$ cat src/verilog/pio_regs.vh
// register map, field positions, reset values and timing counts of the parallel port block
// Summary of operation
// - three 8-bit bidirectional ports plus one 8-bit input-only port, per-bit direction.
// - a pin drives when its direction bit is one, is an input when zero.
// - any reset clears every direction register so all pins come up as inputs.
// - reset leaves the port output data latches unchanged.
// - direction registers read back the value last written.
// - data write with direction zero updates the latch only, pin stays undriven.
// - data write with direction one updates the latch and drives the pin one clock later.
// - data read with direction zero returns the synchronised pin level.
// - data read with direction one returns the output latch.
// - with wired-or enable set, high inputs on second port raise an interrupt request.
// - sense select 00 edge plus high, 01 rising, 10 falling, 11 both edges.
// - sense select bits writable only while cpu mask bit set; cleared by reset.
// - with pull-down option, second and third port input pins get pull-downs.
// - clock output on third port bit 2 forces its direction and latch readback.
// - clock output bit cleared by reset.
// - input-only port has no direction register, always readable, digital after reset.
// - converter on routes fourth port pins to the converter, off leaves them digital.
`ifndef PIO_REGS_VH
`define PIO_REGS_VH

// ----------------------------------------
// register indices, byte address is four times the index
// ----------------------------------------
`define PIO_IDX_DATA_A    6'h00
`define PIO_IDX_DATA_B    6'h01
`define PIO_IDX_DATA_C    6'h02
`define PIO_IDX_DATA_D    6'h03
`define PIO_IDX_DIR_A     6'h04
`define PIO_IDX_DIR_B     6'h05
`define PIO_IDX_DIR_C     6'h06
`define PIO_IDX_NVMCLK    6'h07
`define PIO_IDX_ADCTL     6'h09
`define PIO_IDX_MISC      6'h0C
`define PIO_IDX_CTRL      6'h10

// ----------------------------------------
// byte addresses
// ----------------------------------------
`define PIO_ADDR_DATA_A   {`PIO_IDX_DATA_A, 2'b00}
`define PIO_ADDR_DATA_B   {`PIO_IDX_DATA_B, 2'b00}
`define PIO_ADDR_DATA_C   {`PIO_IDX_DATA_C, 2'b00}
`define PIO_ADDR_DATA_D   {`PIO_IDX_DATA_D, 2'b00}
`define PIO_ADDR_DIR_A    {`PIO_IDX_DIR_A, 2'b00}
`define PIO_ADDR_DIR_B    {`PIO_IDX_DIR_B, 2'b00}
`define PIO_ADDR_DIR_C    {`PIO_IDX_DIR_C, 2'b00}
`define PIO_ADDR_NVMCLK   {`PIO_IDX_NVMCLK, 2'b00}
`define PIO_ADDR_ADCTL    {`PIO_IDX_ADCTL, 2'b00}
`define PIO_ADDR_MISC     {`PIO_IDX_MISC, 2'b00}
`define PIO_ADDR_CTRL     {`PIO_IDX_CTRL, 2'b00}

// ----------------------------------------
// field positions
// ----------------------------------------
`define PIO_NVMCLK_CLKOUT 3
`define PIO_ADCTL_ADCON   5
`define PIO_MISC_POS      6
`define PIO_MISC_NEG      5
`define PIO_CTRL_WIRED_OR_INTERRUPT_ENABLE     0
`define PIO_CTRL_IMASK    1
`define PIO_CTRL_ACK      2
`define PIO_CLK_BIT       2

// ----------------------------------------
// reset values
// ----------------------------------------
`define PIO_DIR_RST       8'h00
`define PIO_NVMCLK_RST    8'h00
`define PIO_SENSE_RST     2'h0
`define PIO_LATCH_INIT    8'h00

// ----------------------------------------
// timing counts
// ----------------------------------------
`define PIO_SYNC_STAGES   2

`endif

$ cat src/verilog/pio_sync.v
// two-stage synchroniser for a group of pin inputs
`timescale 1ns/1ps
module pio_sync #(
  parameter WIDTH = 8
) (
  // clock and reset
  input  wire             clk_sys_i,
  input  wire             resetn_i,
  // data
  input  wire [WIDTH-1:0] async_i,
  output wire [WIDTH-1:0] sync_o
);

  reg [WIDTH-1:0] meta_q;
  reg [WIDTH-1:0] sync_q;

  always @(posedge clk_sys_i or negedge resetn_i) begin
    if (!resetn_i) begin
      meta_q <= {WIDTH{1'b0}};
      sync_q <= {WIDTH{1'b0}};
    end else begin
      meta_q <= async_i;
      sync_q <= meta_q;
    end
  end

  assign sync_o = sync_q;

endmodule // pio_sync

$ cat src/verilog/pio_woi.v
// wired-or interrupt detector for the second port
`timescale 1ns/1ps
module pio_woi #(
  parameter WIDTH = 8
) (
  // clock and reset
  input  wire             clk_sys_i,
  input  wire             resetn_i,
  // control
  input  wire             enable_i,
  input  wire             pos_sel_i,
  input  wire             neg_sel_i,
  input  wire             ack_i,
  // pins
  input  wire [WIDTH-1:0] pins_i,
  input  wire [WIDTH-1:0] dir_i,
  // request
  output wire             req_o
);

  wire level;
  reg  level_q;
  reg  req_q;
  reg  req_d;
  wire rise;
  wire fall;

  // any high input pin forms one condition
  assign level = |(pins_i & ~dir_i);
  assign rise  = level & ~level_q;
  assign fall  = ~level & level_q;

  always @* begin
    req_d = req_q;
    if (ack_i)
      req_d = 1'b0;
    case ({pos_sel_i, neg_sel_i})
      2'b00:   if (rise | level) req_d = 1'b1;
      2'b01:   if (rise) req_d = 1'b1;
      2'b10:   if (fall) req_d = 1'b1;
      default: if (rise | fall) req_d = 1'b1;
    endcase
    if (!enable_i)
      req_d = 1'b0;
  end

  always @(posedge clk_sys_i or negedge resetn_i) begin
    if (!resetn_i) begin
      level_q <= 1'b0;
      req_q   <= 1'b0;
    end else begin
      level_q <= level;
      req_q   <= req_d;
    end
  end

  assign req_o = req_q;

endmodule // pio_woi

$ cat src/verilog/pio_top.v
// parallel io ports with axi4-lite register access
`timescale 1ns/1ps
`include "pio_regs.vh"
module pio_top (
  // clock and reset
  input  wire        clk_sys_i,
  input  wire        resetn_i,
  // axi4-lite write address
  input  wire [7:0]  s_axi_awaddr,
  input  wire        s_axi_awvalid,
  output reg         s_axi_awready,
  // axi4-lite write data
  input  wire [31:0] s_axi_wdata,
  input  wire [3:0]  s_axi_wstrb,
  input  wire        s_axi_wvalid,
  output reg         s_axi_wready,
  // axi4-lite write response
  output reg  [1:0]  s_axi_bresp,
  output reg         s_axi_bvalid,
  input  wire        s_axi_bready,
  // axi4-lite read
  input  wire [7:0]  s_axi_araddr,
  input  wire        s_axi_arvalid,
  output reg         s_axi_arready,
  output reg  [31:0] s_axi_rdata,
  output reg  [1:0]  s_axi_rresp,
  output reg         s_axi_rvalid,
  input  wire        s_axi_rready,
  // options
  input  wire        pulldown_opt_i,
  // bidirectional ports
  input  wire [7:0]  port_a_i,
  output reg  [7:0]  port_a_o,
  output reg  [7:0]  port_a_oe_o,
  input  wire [7:0]  port_b_i,
  output reg  [7:0]  port_b_o,
  output reg  [7:0]  port_b_oe_o,
  output reg  [7:0]  port_b_pd_o,
  input  wire [7:0]  port_c_i,
  output reg  [7:0]  port_c_o,
  output reg  [7:0]  port_c_oe_o,
  output reg  [7:0]  port_c_pd_o,
  // input-only port
  input  wire [7:0]  input_only_port_pins_i,
  output reg         analog_sel_o,
  // interrupt request
  output reg         wired_or_interrupt_o
);

  // ----------------------------------------
  // registers
  // ----------------------------------------
  reg [7:0] latch_a_q;
  reg [7:0] latch_b_q;
  reg [7:0] latch_c_q;
  reg [7:0] dir_a_q;
  reg [7:0] dir_b_q;
  reg [7:0] dir_c_q;
  reg       clock_output_select_q;
  reg       converter_on_q;
  reg       positive_sense_select_q;
  reg       negative_sense_select_q;
  reg       wired_or_interrupt_enable_q;
  reg       irq_mask_q;
  reg       clk_div_q;
  reg [7:0] aw_addr_q;
  reg       aw_have_q;
  reg [31:0] w_data_q;
  reg [3:0] w_strb_q;
  reg       w_have_q;
  reg       ack_pulse_q;

  wire [7:0] pin_a;
  wire [7:0] pin_b;
  wire [7:0] pin_c;
  wire [7:0] pin_d;
  wire       woi_req;
  wire [7:0] dir_c_eff;
  wire       do_write;
  wire       wr_lane0;
  reg  [7:0] rd_val;
  reg        rd_ok;
  reg        wr_ok;

  // ----------------------------------------
  // pin synchronisers
  // ----------------------------------------
  pio_sync #(.WIDTH(8)) u_sync_a (
    .clk_sys_i (clk_sys_i),
    .resetn_i  (resetn_i),
    .async_i   (port_a_i),
    .sync_o    (pin_a)
  );
  pio_sync #(.WIDTH(8)) u_sync_b (
    .clk_sys_i (clk_sys_i),
    .resetn_i  (resetn_i),
    .async_i   (port_b_i),
    .sync_o    (pin_b)
  );
  pio_sync #(.WIDTH(8)) u_sync_c (
    .clk_sys_i (clk_sys_i),
    .resetn_i  (resetn_i),
    .async_i   (port_c_i),
    .sync_o    (pin_c)
  );
  pio_sync #(.WIDTH(8)) u_sync_d (
    .clk_sys_i (clk_sys_i),
    .resetn_i  (resetn_i),
    .async_i   (input_only_port_pins_i),
    .sync_o    (pin_d)
  );

  // ----------------------------------------
  // wired-or interrupt
  // ----------------------------------------
  pio_woi #(.WIDTH(8)) u_woi (
    .clk_sys_i (clk_sys_i),
    .resetn_i  (resetn_i),
    .enable_i  (wired_or_interrupt_enable_q),
    .pos_sel_i (positive_sense_select_q),
    .neg_sel_i (negative_sense_select_q),
    .ack_i     (ack_pulse_q),
    .pins_i    (pin_b),
    .dir_i     (dir_b_q),
    .req_o     (woi_req)
  );

  // clock output forces third port bit 2 to output
  assign dir_c_eff = dir_c_q | ({7'h00, clock_output_select_q} << `PIO_CLK_BIT);

  // ----------------------------------------
  // axi write channel
  // ----------------------------------------
  assign do_write = aw_have_q & w_have_q & ~s_axi_bvalid;
  assign wr_lane0 = w_strb_q[0];

  always @* begin
    case (aw_addr_q)
      `PIO_ADDR_DATA_A, `PIO_ADDR_DATA_B, `PIO_ADDR_DATA_C, `PIO_ADDR_DATA_D,
      `PIO_ADDR_DIR_A, `PIO_ADDR_DIR_B, `PIO_ADDR_DIR_C, `PIO_ADDR_NVMCLK,
      `PIO_ADDR_ADCTL, `PIO_ADDR_MISC, `PIO_ADDR_CTRL: wr_ok = 1'b1;
      default: wr_ok = 1'b0;
    endcase
  end

  always @(posedge clk_sys_i or negedge resetn_i) begin
    if (!resetn_i) begin
      s_axi_awready <= 1'b0;
      s_axi_wready  <= 1'b0;
      s_axi_bvalid  <= 1'b0;
      s_axi_bresp   <= 2'h0;
      aw_have_q     <= 1'b0;
      w_have_q      <= 1'b0;
      aw_addr_q     <= 8'h00;
      w_data_q      <= 32'h00000000;
      w_strb_q      <= 4'h0;
    end else begin
      s_axi_awready <= ~aw_have_q & ~s_axi_awready & s_axi_awvalid;
      s_axi_wready  <= ~w_have_q & ~s_axi_wready & s_axi_wvalid;
      if (s_axi_awvalid & s_axi_awready) begin
        aw_have_q <= 1'b1;
        aw_addr_q <= s_axi_awaddr;
      end
      if (s_axi_wvalid & s_axi_wready) begin
        w_have_q <= 1'b1;
        w_data_q <= s_axi_wdata;
        w_strb_q <= s_axi_wstrb;
      end
      if (do_write) begin
        aw_have_q    <= 1'b0;
        w_have_q     <= 1'b0;
        s_axi_bvalid <= 1'b1;
        s_axi_bresp  <= wr_ok ? 2'h0 : 2'h2;
      end else if (s_axi_bvalid & s_axi_bready) begin
        s_axi_bvalid <= 1'b0;
      end
    end
  end

  // ----------------------------------------
  // port data latches, no reset
  // ----------------------------------------
  always @(posedge clk_sys_i) begin
    if (do_write & wr_lane0) begin
      if (aw_addr_q == `PIO_ADDR_DATA_A)
        latch_a_q <= w_data_q[7:0];
      if (aw_addr_q == `PIO_ADDR_DATA_B)
        latch_b_q <= w_data_q[7:0];
      if (aw_addr_q == `PIO_ADDR_DATA_C)
        latch_c_q <= w_data_q[7:0];
    end
  end

  // ----------------------------------------
  // control registers
  // ----------------------------------------
  always @(posedge clk_sys_i or negedge resetn_i) begin
    if (!resetn_i) begin
      dir_a_q                     <= `PIO_DIR_RST;
      dir_b_q                     <= `PIO_DIR_RST;
      dir_c_q                     <= `PIO_DIR_RST;
      clock_output_select_q       <= 1'b0;
      converter_on_q              <= 1'b0;
      positive_sense_select_q     <= 1'b0;
      negative_sense_select_q     <= 1'b0;
      wired_or_interrupt_enable_q <= 1'b0;
      irq_mask_q                  <= 1'b0;
      ack_pulse_q                 <= 1'b0;
    end else begin
      ack_pulse_q <= 1'b0;
      if (do_write & wr_lane0) begin
        case (aw_addr_q)
          `PIO_ADDR_DIR_A: dir_a_q <= w_data_q[7:0];
          `PIO_ADDR_DIR_B: dir_b_q <= w_data_q[7:0];
          `PIO_ADDR_DIR_C: dir_c_q <= w_data_q[7:0];
          `PIO_ADDR_NVMCLK: clock_output_select_q <= w_data_q[`PIO_NVMCLK_CLKOUT];
          `PIO_ADDR_ADCTL: converter_on_q <= w_data_q[`PIO_ADCTL_ADCON];
          `PIO_ADDR_MISC: begin
            if (irq_mask_q) begin
              positive_sense_select_q <= w_data_q[`PIO_MISC_POS];
              negative_sense_select_q <= w_data_q[`PIO_MISC_NEG];
            end
          end
          `PIO_ADDR_CTRL: begin
            wired_or_interrupt_enable_q <= w_data_q[`PIO_CTRL_WIRED_OR_INTERRUPT_ENABLE];
            irq_mask_q                  <= w_data_q[`PIO_CTRL_IMASK];
            ack_pulse_q                 <= w_data_q[`PIO_CTRL_ACK];
          end
          default: ;
        endcase
      end
    end
  end

  // ----------------------------------------
  // read mux
  // ----------------------------------------
  always @* begin
    rd_ok  = 1'b1;
    rd_val = 8'h00;
    case (s_axi_araddr)
      `PIO_ADDR_DATA_A: rd_val = (latch_a_q & dir_a_q) | (pin_a & ~dir_a_q);
      `PIO_ADDR_DATA_B: rd_val = (latch_b_q & dir_b_q) | (pin_b & ~dir_b_q);
      `PIO_ADDR_DATA_C: rd_val = (latch_c_q & dir_c_eff) | (pin_c & ~dir_c_eff);
      `PIO_ADDR_DATA_D: rd_val = converter_on_q ? 8'h00 : pin_d;
      `PIO_ADDR_DIR_A:  rd_val = dir_a_q;
      `PIO_ADDR_DIR_B:  rd_val = dir_b_q;
      `PIO_ADDR_DIR_C:  rd_val = dir_c_q;
      `PIO_ADDR_NVMCLK: rd_val = {4'h0, clock_output_select_q, 3'h0};
      `PIO_ADDR_ADCTL:  rd_val = {2'h0, converter_on_q, 5'h00};
      `PIO_ADDR_MISC:   rd_val = {1'b0, positive_sense_select_q, negative_sense_select_q, 5'h00};
      `PIO_ADDR_CTRL:   rd_val = {4'h0, woi_req, 1'b0, irq_mask_q, wired_or_interrupt_enable_q};
      default:          rd_ok  = 1'b0;
    endcase
  end

  // ----------------------------------------
  // axi read channel
  // ----------------------------------------
  always @(posedge clk_sys_i or negedge resetn_i) begin
    if (!resetn_i) begin
      s_axi_arready <= 1'b0;
      s_axi_rvalid  <= 1'b0;
      s_axi_rdata   <= 32'h00000000;
      s_axi_rresp   <= 2'h0;
    end else begin
      s_axi_arready <= ~s_axi_arready & ~s_axi_rvalid & s_axi_arvalid;
      if (s_axi_arvalid & s_axi_arready) begin
        s_axi_rvalid <= 1'b1;
        s_axi_rdata  <= {24'h000000, rd_val};
        s_axi_rresp  <= rd_ok ? 2'h0 : 2'h2;
      end else if (s_axi_rvalid & s_axi_rready) begin
        s_axi_rvalid <= 1'b0;
      end
    end
  end

  // ----------------------------------------
  // pin drive
  // ----------------------------------------
  always @(posedge clk_sys_i or negedge resetn_i) begin
    if (!resetn_i) begin
      clk_div_q            <= 1'b0;
      port_a_o             <= 8'h00;
      port_a_oe_o          <= 8'h00;
      port_b_o             <= 8'h00;
      port_b_oe_o          <= 8'h00;
      port_b_pd_o          <= 8'h00;
      port_c_o             <= 8'h00;
      port_c_oe_o          <= 8'h00;
      port_c_pd_o          <= 8'h00;
      analog_sel_o         <= 1'b0;
      wired_or_interrupt_o <= 1'b0;
    end else begin
      clk_div_q            <= ~clk_div_q;
      port_a_o             <= latch_a_q;
      port_a_oe_o          <= dir_a_q;
      port_b_o             <= latch_b_q;
      port_b_oe_o          <= dir_b_q;
      port_b_pd_o          <= pulldown_opt_i ? ~dir_b_q : 8'h00;
      port_c_o             <= clock_output_select_q ?
                              ((latch_c_q & ~(8'h01 << `PIO_CLK_BIT)) | ({7'h00, clk_div_q} << `PIO_CLK_BIT))
                              : latch_c_q;
      port_c_oe_o          <= dir_c_eff;
      port_c_pd_o          <= pulldown_opt_i ? ~dir_c_eff : 8'h00;
      analog_sel_o         <= converter_on_q;
      wired_or_interrupt_o <= woi_req;
    end
  end

endmodule // pio_top

$ cat config.mk
export PLATFORM = sky130hd
export DESIGN_NAME = pio_top
export DESIGN_NICKNAME = d
export VERILOG_FILES = /design/src/verilog/pio_sync.v /design/src/verilog/pio_woi.v /design/src/verilog/pio_top.v
export VERILOG_INCLUDE_DIRS = /design/src /design/src/verilog
export SDC_FILE = /design/constraint.sdc
export NUM_CORES = 1
export LEC_CHECK = 0
export BUFFER_PORTS_ARGS = -buffer_cell sky130_fd_sc_hd__buf_2
export CORE_MARGIN = 2
export CORE_UTILIZATION = 45
export CTS_CLUSTER_DIAMETER = 30
export DETAILED_ROUTE_END_ITERATION = 7
export HOLD_SLACK_MARGIN = 0.03
export PLACE_DENSITY = 0.7
export SYNTH_ARGS = -nofsm -noshare
export SYNTH_HDL_FRONTEND = slang
export SYNTH_HIERARCHICAL = 1
export SYNTH_SLANG_ARGS = --single-unit
export TNS_END_PERCENT = 50
$ cat constraint.sdc
create_clock -name clk_sys_i -period 4.65 [get_ports clk_sys_i]
set_input_delay 0.6975 -clock clk_sys_i [delete_from_list [all_inputs] [get_ports clk_sys_i]]
set_output_delay 0.6975 -clock clk_sys_i [all_outputs]
set_load 0.01 [all_outputs]
[After elaboration in Yosys (flattened, before gate mapping)]
Cells that the tools add are included.
Word-level totals
  register bits: 224
  input port bits: 92
  output and inout bits: 107
  word-level logic and storage cells: 157
Cells by class
  equality and inequality tests: 22
  muxes and demuxes: 26
  bitwise gates (word level): 42
  reductions and logical operators: 20
Operator list (count)
  case mux 8 bit (11 select lines): 1
  equality test 8 x 5 -> 1 bit (second input constant): 8
  AND 8 bit: 6
  equality test 8 x 4 -> 1 bit (second input constant): 4
  equality test 8 x 6 -> 1 bit (second input constant): 4
  2-to-1 mux 8 bit: 4
  NOT 8 bit: 3
  bitwise OR 8 bit: 3
  OR reduction 11 bit: 2
  2-to-1 mux 1 bit: 18
  AND reduction 2 bit: 9
  AND 1 bit: 16
  equality test 8 x 3 -> 1 bit (second input constant): 2
  equality test 8 x 7 -> 1 bit (second input constant): 2
  zero test 8 bit: 2
  bitwise OR 8 x 3 -> 8 bit: 2
  NOT 1 bit: 10
  nonzero test 2 bit: 4
  OR reduction 8 bit: 1
  2-to-1 mux 2 bit: 2
  case mux 1 bit (3 select lines): 1
  AND reduction 3 bit: 1
  equality test 2 x 1 -> 1 bit (second input constant): 1
  equality test 2 bit (second input constant): 1
  other kinds (2): 3

[Logic depth before layout (Yosys ltp)]
  word-level depth: 9
  gate-level depth with buffers: 7
  mapped depth without buffers: 6

[Hierarchy]
Netlist, hierarchy kept.
Modules (own cells, without submodules)
  pio_top: instances 1, cells each 470, area an instance 6163.4 µm², sequential area each 4023.9 µm²
  pio_sync: instances 4, cells each 16, area an instance 400.4 µm², sequential area each 400.4 µm²
  pio_woi: instances 1, cells each 29, area an instance 231.5 µm², sequential area each 50.0 µm²

[Worst setup path before layout]
Ideal clock, no wire load.
  path kind: in2reg
  start: in s_axi_araddr[3]
  end: reg s_axi_rdata[0]
  setup time: 0.104 ns
  arrival time: 2.003 ns
  data required time: 4.546 ns
  slack: 2.544 ns
  stages on the path: 6
  buffers on the path: 1
  cell sequence: or4_1 buf_2 or3_4 nor3_1 o22ai_1 o311ai_1
Between the ends
  cells in the longest elaborated chain, start to end: 2
  elaborated cells between the ends (all ways): 12
  classes of those cells: eq/ne (10); mux (1); reduce/logical (1)
Ends and longest elaborated chain
  start: declaration: RTL line pio_top.v:22  | input wire [7:0] s_axi_araddr,
  equality test 8 x 7 -> 1 bit (tied with other cells): RTL line pio_top.v:241  | case (s_axi_araddr)
  case mux 8 bit (11 select lines) (*): RTL line pio_top.v:241
  end signal: assignment: RTL line pio_top.v:270  | s_axi_rdata <= {24'h000000, rd_val};
  end: declaration: RTL line pio_top.v:25  | output reg [31:0] s_axi_rdata,
Every way passes the cells marked *; elsewhere a longest branch is shown, timed or not.
A chain may end at the register's enable or synchronous reset.

[Worst setup path after layout]
  start: reg s_axi_bvalid
  end: reg latch_a_q[5] (enable)
Between the ends
  cells in the longest elaborated chain, start to end: 4
Ends and longest elaborated chain
  start: declaration: RTL line pio_top.v:19  | output reg s_axi_bvalid,
  start signal: assignment: RTL line pio_top.v:150  | s_axi_bvalid <= 1'b0;
  start signal: assignment: RTL line pio_top.v:172  | s_axi_bvalid <= 1'b1;
  start signal: assignment: RTL line pio_top.v:175  | s_axi_bvalid <= 1'b0;
  NOT 1 bit: RTL line pio_top.v:134  | assign do_write = aw_have_q & w_have_q & ~s_axi_bvalid;
  AND 1 bit: RTL line pio_top.v:134
  AND 1 bit: RTL line pio_top.v:184  | if (do_write & wr_lane0) begin
  AND reduction 2 bit (no line)
  end signal: assignment: RTL line pio_top.v:186  | latch_a_q <= w_data_q[7:0];
  end: declaration: RTL line pio_top.v:53  | reg [7:0] latch_a_q;
No other way between the ends.

==> run metrics <==
via count 5021; Routed WL per cell 18.7 um; dpl cell area around 0.0089 mm2; global-route wire length before repair 28000 um; hold_ws approximately 0.30 ns; Hold Crit Class in2async; outcome completed; # fillers 1341; share of cells above drive strength 1 35.5%; Setup crit start kind flop; CTS tree yes; number of synthesized flops with an enable pin 24; clock-pin slew on the worst setup and hold paths 0.05 ns; min cycle time layout approximately 2.2 ns; Worst Setup EP latch_a_q[5]; maxcap violations 0; hold_buf cts 0; die area around 0.019 mm2; worst slew pin tran around 0.95 ns; Routed WL 18400 um; period utilization between 40 and 50%; CTS sink cnt 222; largest net degree at the start of global routing 117; Async SR Flop Fraction between 80% and 90%; Top Ports 199; design area 0.0102 mm2; H-tree depth 2; Slew Limit Fails 0; setup repair bufs after CTS 0; Via-to-Cell Ratio 5.10; post-synth cell types between 50 and 60; cells resized by post-CTS repair 0; final setup skew 0.0110 ns; internal reg-to-reg setup slack roughly 2.4 ns; DP HPWL roughly 13000 um; synthesized instance count approximately 560; Finish-stage setup viols 0; Overflow after GRT 0; count of input and output buffers about 150; worst flop-to-flop path startpoint s_axi_bvalid; relative slew slack roughly 37%; Ys Warns 6; Initial Utilization 46.1%; synthesized area roughly 0.0080 mm2; GPL Wtd Cong 0.891; register area share after synthesis between 70% and 80%; Worst R2R End latch_a_q[5]; final hold vios 0; Required @ worst endpoint 4.75 ns; core region area 0.0174 mm2; post-synthesis average cell area 14.2 um2; critical path type reg2reg; die width 137 um; # rows between 40 and 50; number of global-route vias before repair 5032; Seq cells post-synth 222; CP Max Fanout 8; Max Clk Rate 0.447 GHz; total power about 5.8 mW; Main synth FF type dfrtp_1; Initial DRC Count 397; critical path arrival approximately 2.3 ns; synthesis-to-finish area growth 27.9%; die height 137 um; First-pass DRT Iterations 5; Layout Nets 827; root buf cell clkbuf_16; Leakage roughly 4.8 nW; Detail Route Antenna Nets 0; Fin Setup TNS 0 ns; Pwr Density 564 mW/mm2; Critical Path End Type flop; critical path startpoint s_axi_bvalid; Clk Latency, worst-skew pair a little under 0.5 ns; initial antenna violation count 3; DRC viols 0; RSZ-0062 raised after global routing false; CTS max path bufs 3; peak supply drop about 0.00029 V; clock buffer count from CTS 36; cells on worst reg2reg path 4; overall routing resource usage 19.8%
==> layout by cell type, fill, tap and decap left out, drive strengths merged, types with 4 or more instances in the layout <==
cell type  instances
o21ai             22
o21a               5
nor3              13
mux2              51
a21oi             11
clkbuf            49
nand3b             4
nor2b              5
mux2i             14
dfrtp            198
buf              146
o22ai              9
nor4               5
a32oi              5
edfxtp            24
nand2b             7
inv               21
conb              26
nor2              36
clkinv             5
nand2             28
nor3b              5
nand3              7
bufinv             7
==> synthesized netlist by cell type (all sizes together), types with 5 or more instances <==
cell type / count / area share [%]
a21oi: 11 / 0.74
a32oi: 5 / 0.55
buf: 28 / 2.6
clkbuf: 13 / 0.63
dfrtp: 198 / 62
edfxtp: 24 / 9.0
inv: 19 / 0.89
mux2: 51 / 7.2
mux2i: 14 / 1.8
nand2: 28 / 1.3
nand2b: 7 / 0.55
nand3: 7 / 0.56
nor2: 36 / 1.7
nor2b: 5 / 0.39
nor3: 13 / 0.88
nor3b: 5 / 0.47
nor4: 5 / 0.39
o21a: 5 / 0.47
o21ai: 22 / 1.4
o22ai: 9 / 0.70
==> critical path, stage by stage (launching register included) <==
cell	delay, ns
dfrtp_1	0.39
nand3b_1	0.33
nor3_2	0.28
nand2_1	0.13
nor2_1	0.73
==> routing by layer <==
metal	vias to the layer above	track usage, %	share of wire [%]
li1	2284	-	-
met2	197	31.7	49
met5	-	0	0.071
met3	31	5.04	6.8
met4	2	6.07	1.8
met1	2507	26.9	42
==> logic make-up after synthesis <==
family	Yosys count	share of synthesized area, %
AND/OR/NAND/NOR	133	8.90
other	1	0.0469
multiplexers	65	8.93
adder cells (fa/ha/maj)	3	0.469
AO/OA/AOI/OAI	79	6.59
buffers and inverters	60	4.08
flip-flops	222	71.0
==> worst min path at each step <==
stage	slack, ns	from	end	cells after the start
floorplan	0.33	u_sync_a/meta_q[0]	u_sync_a/sync_o[0]	0
global placement	0.34	u_sync_c/meta_q[7]	u_sync_c/sync_o[7]	0
detailed placement	0.33	u_sync_a/meta_q[3]	u_sync_a/sync_o[3]	0
CTS	0.29	input_only_port_pins_i[0]	u_sync_d/meta_q[0]	1
global route	0.29	input_only_port_pins_i[0]	u_sync_d/meta_q[0]	1
finish	0.30	resetn_i	s_axi_awready	1
==> power by group <==
part	internal, mW	switching, mW
clock network	2.01	0.889
registers	2.18	0.245
logic	0.213	0.234
total	4.40	1.37
==> stage by stage <==
stage,cells,util (%),setup WS [ns]
2_1_floorplan,588,-,2.54
3_3_place_gp,919,51.1,2.14
3_5_place_dp,919,51.1,2.13
4_1_cts,983,58.9,2.40
5_1_grt,984,58.9,2.26
6_report,984,58.9,2.41
==> final cells by class <==
type	count	area, um2	share of cell area [%]
repair buffers	147	749	7.33
inverters	19	71.3	0.697
clock buffers	48	1070	10.4
clock inverters	16	290	2.84
diodes	1	2.50	0.0245
multi-input cells	306	2090	20.4
flip-flops and latches	222	5680	55.5
well taps	225	282	2.75
Power figures use the tool's default switching activity.
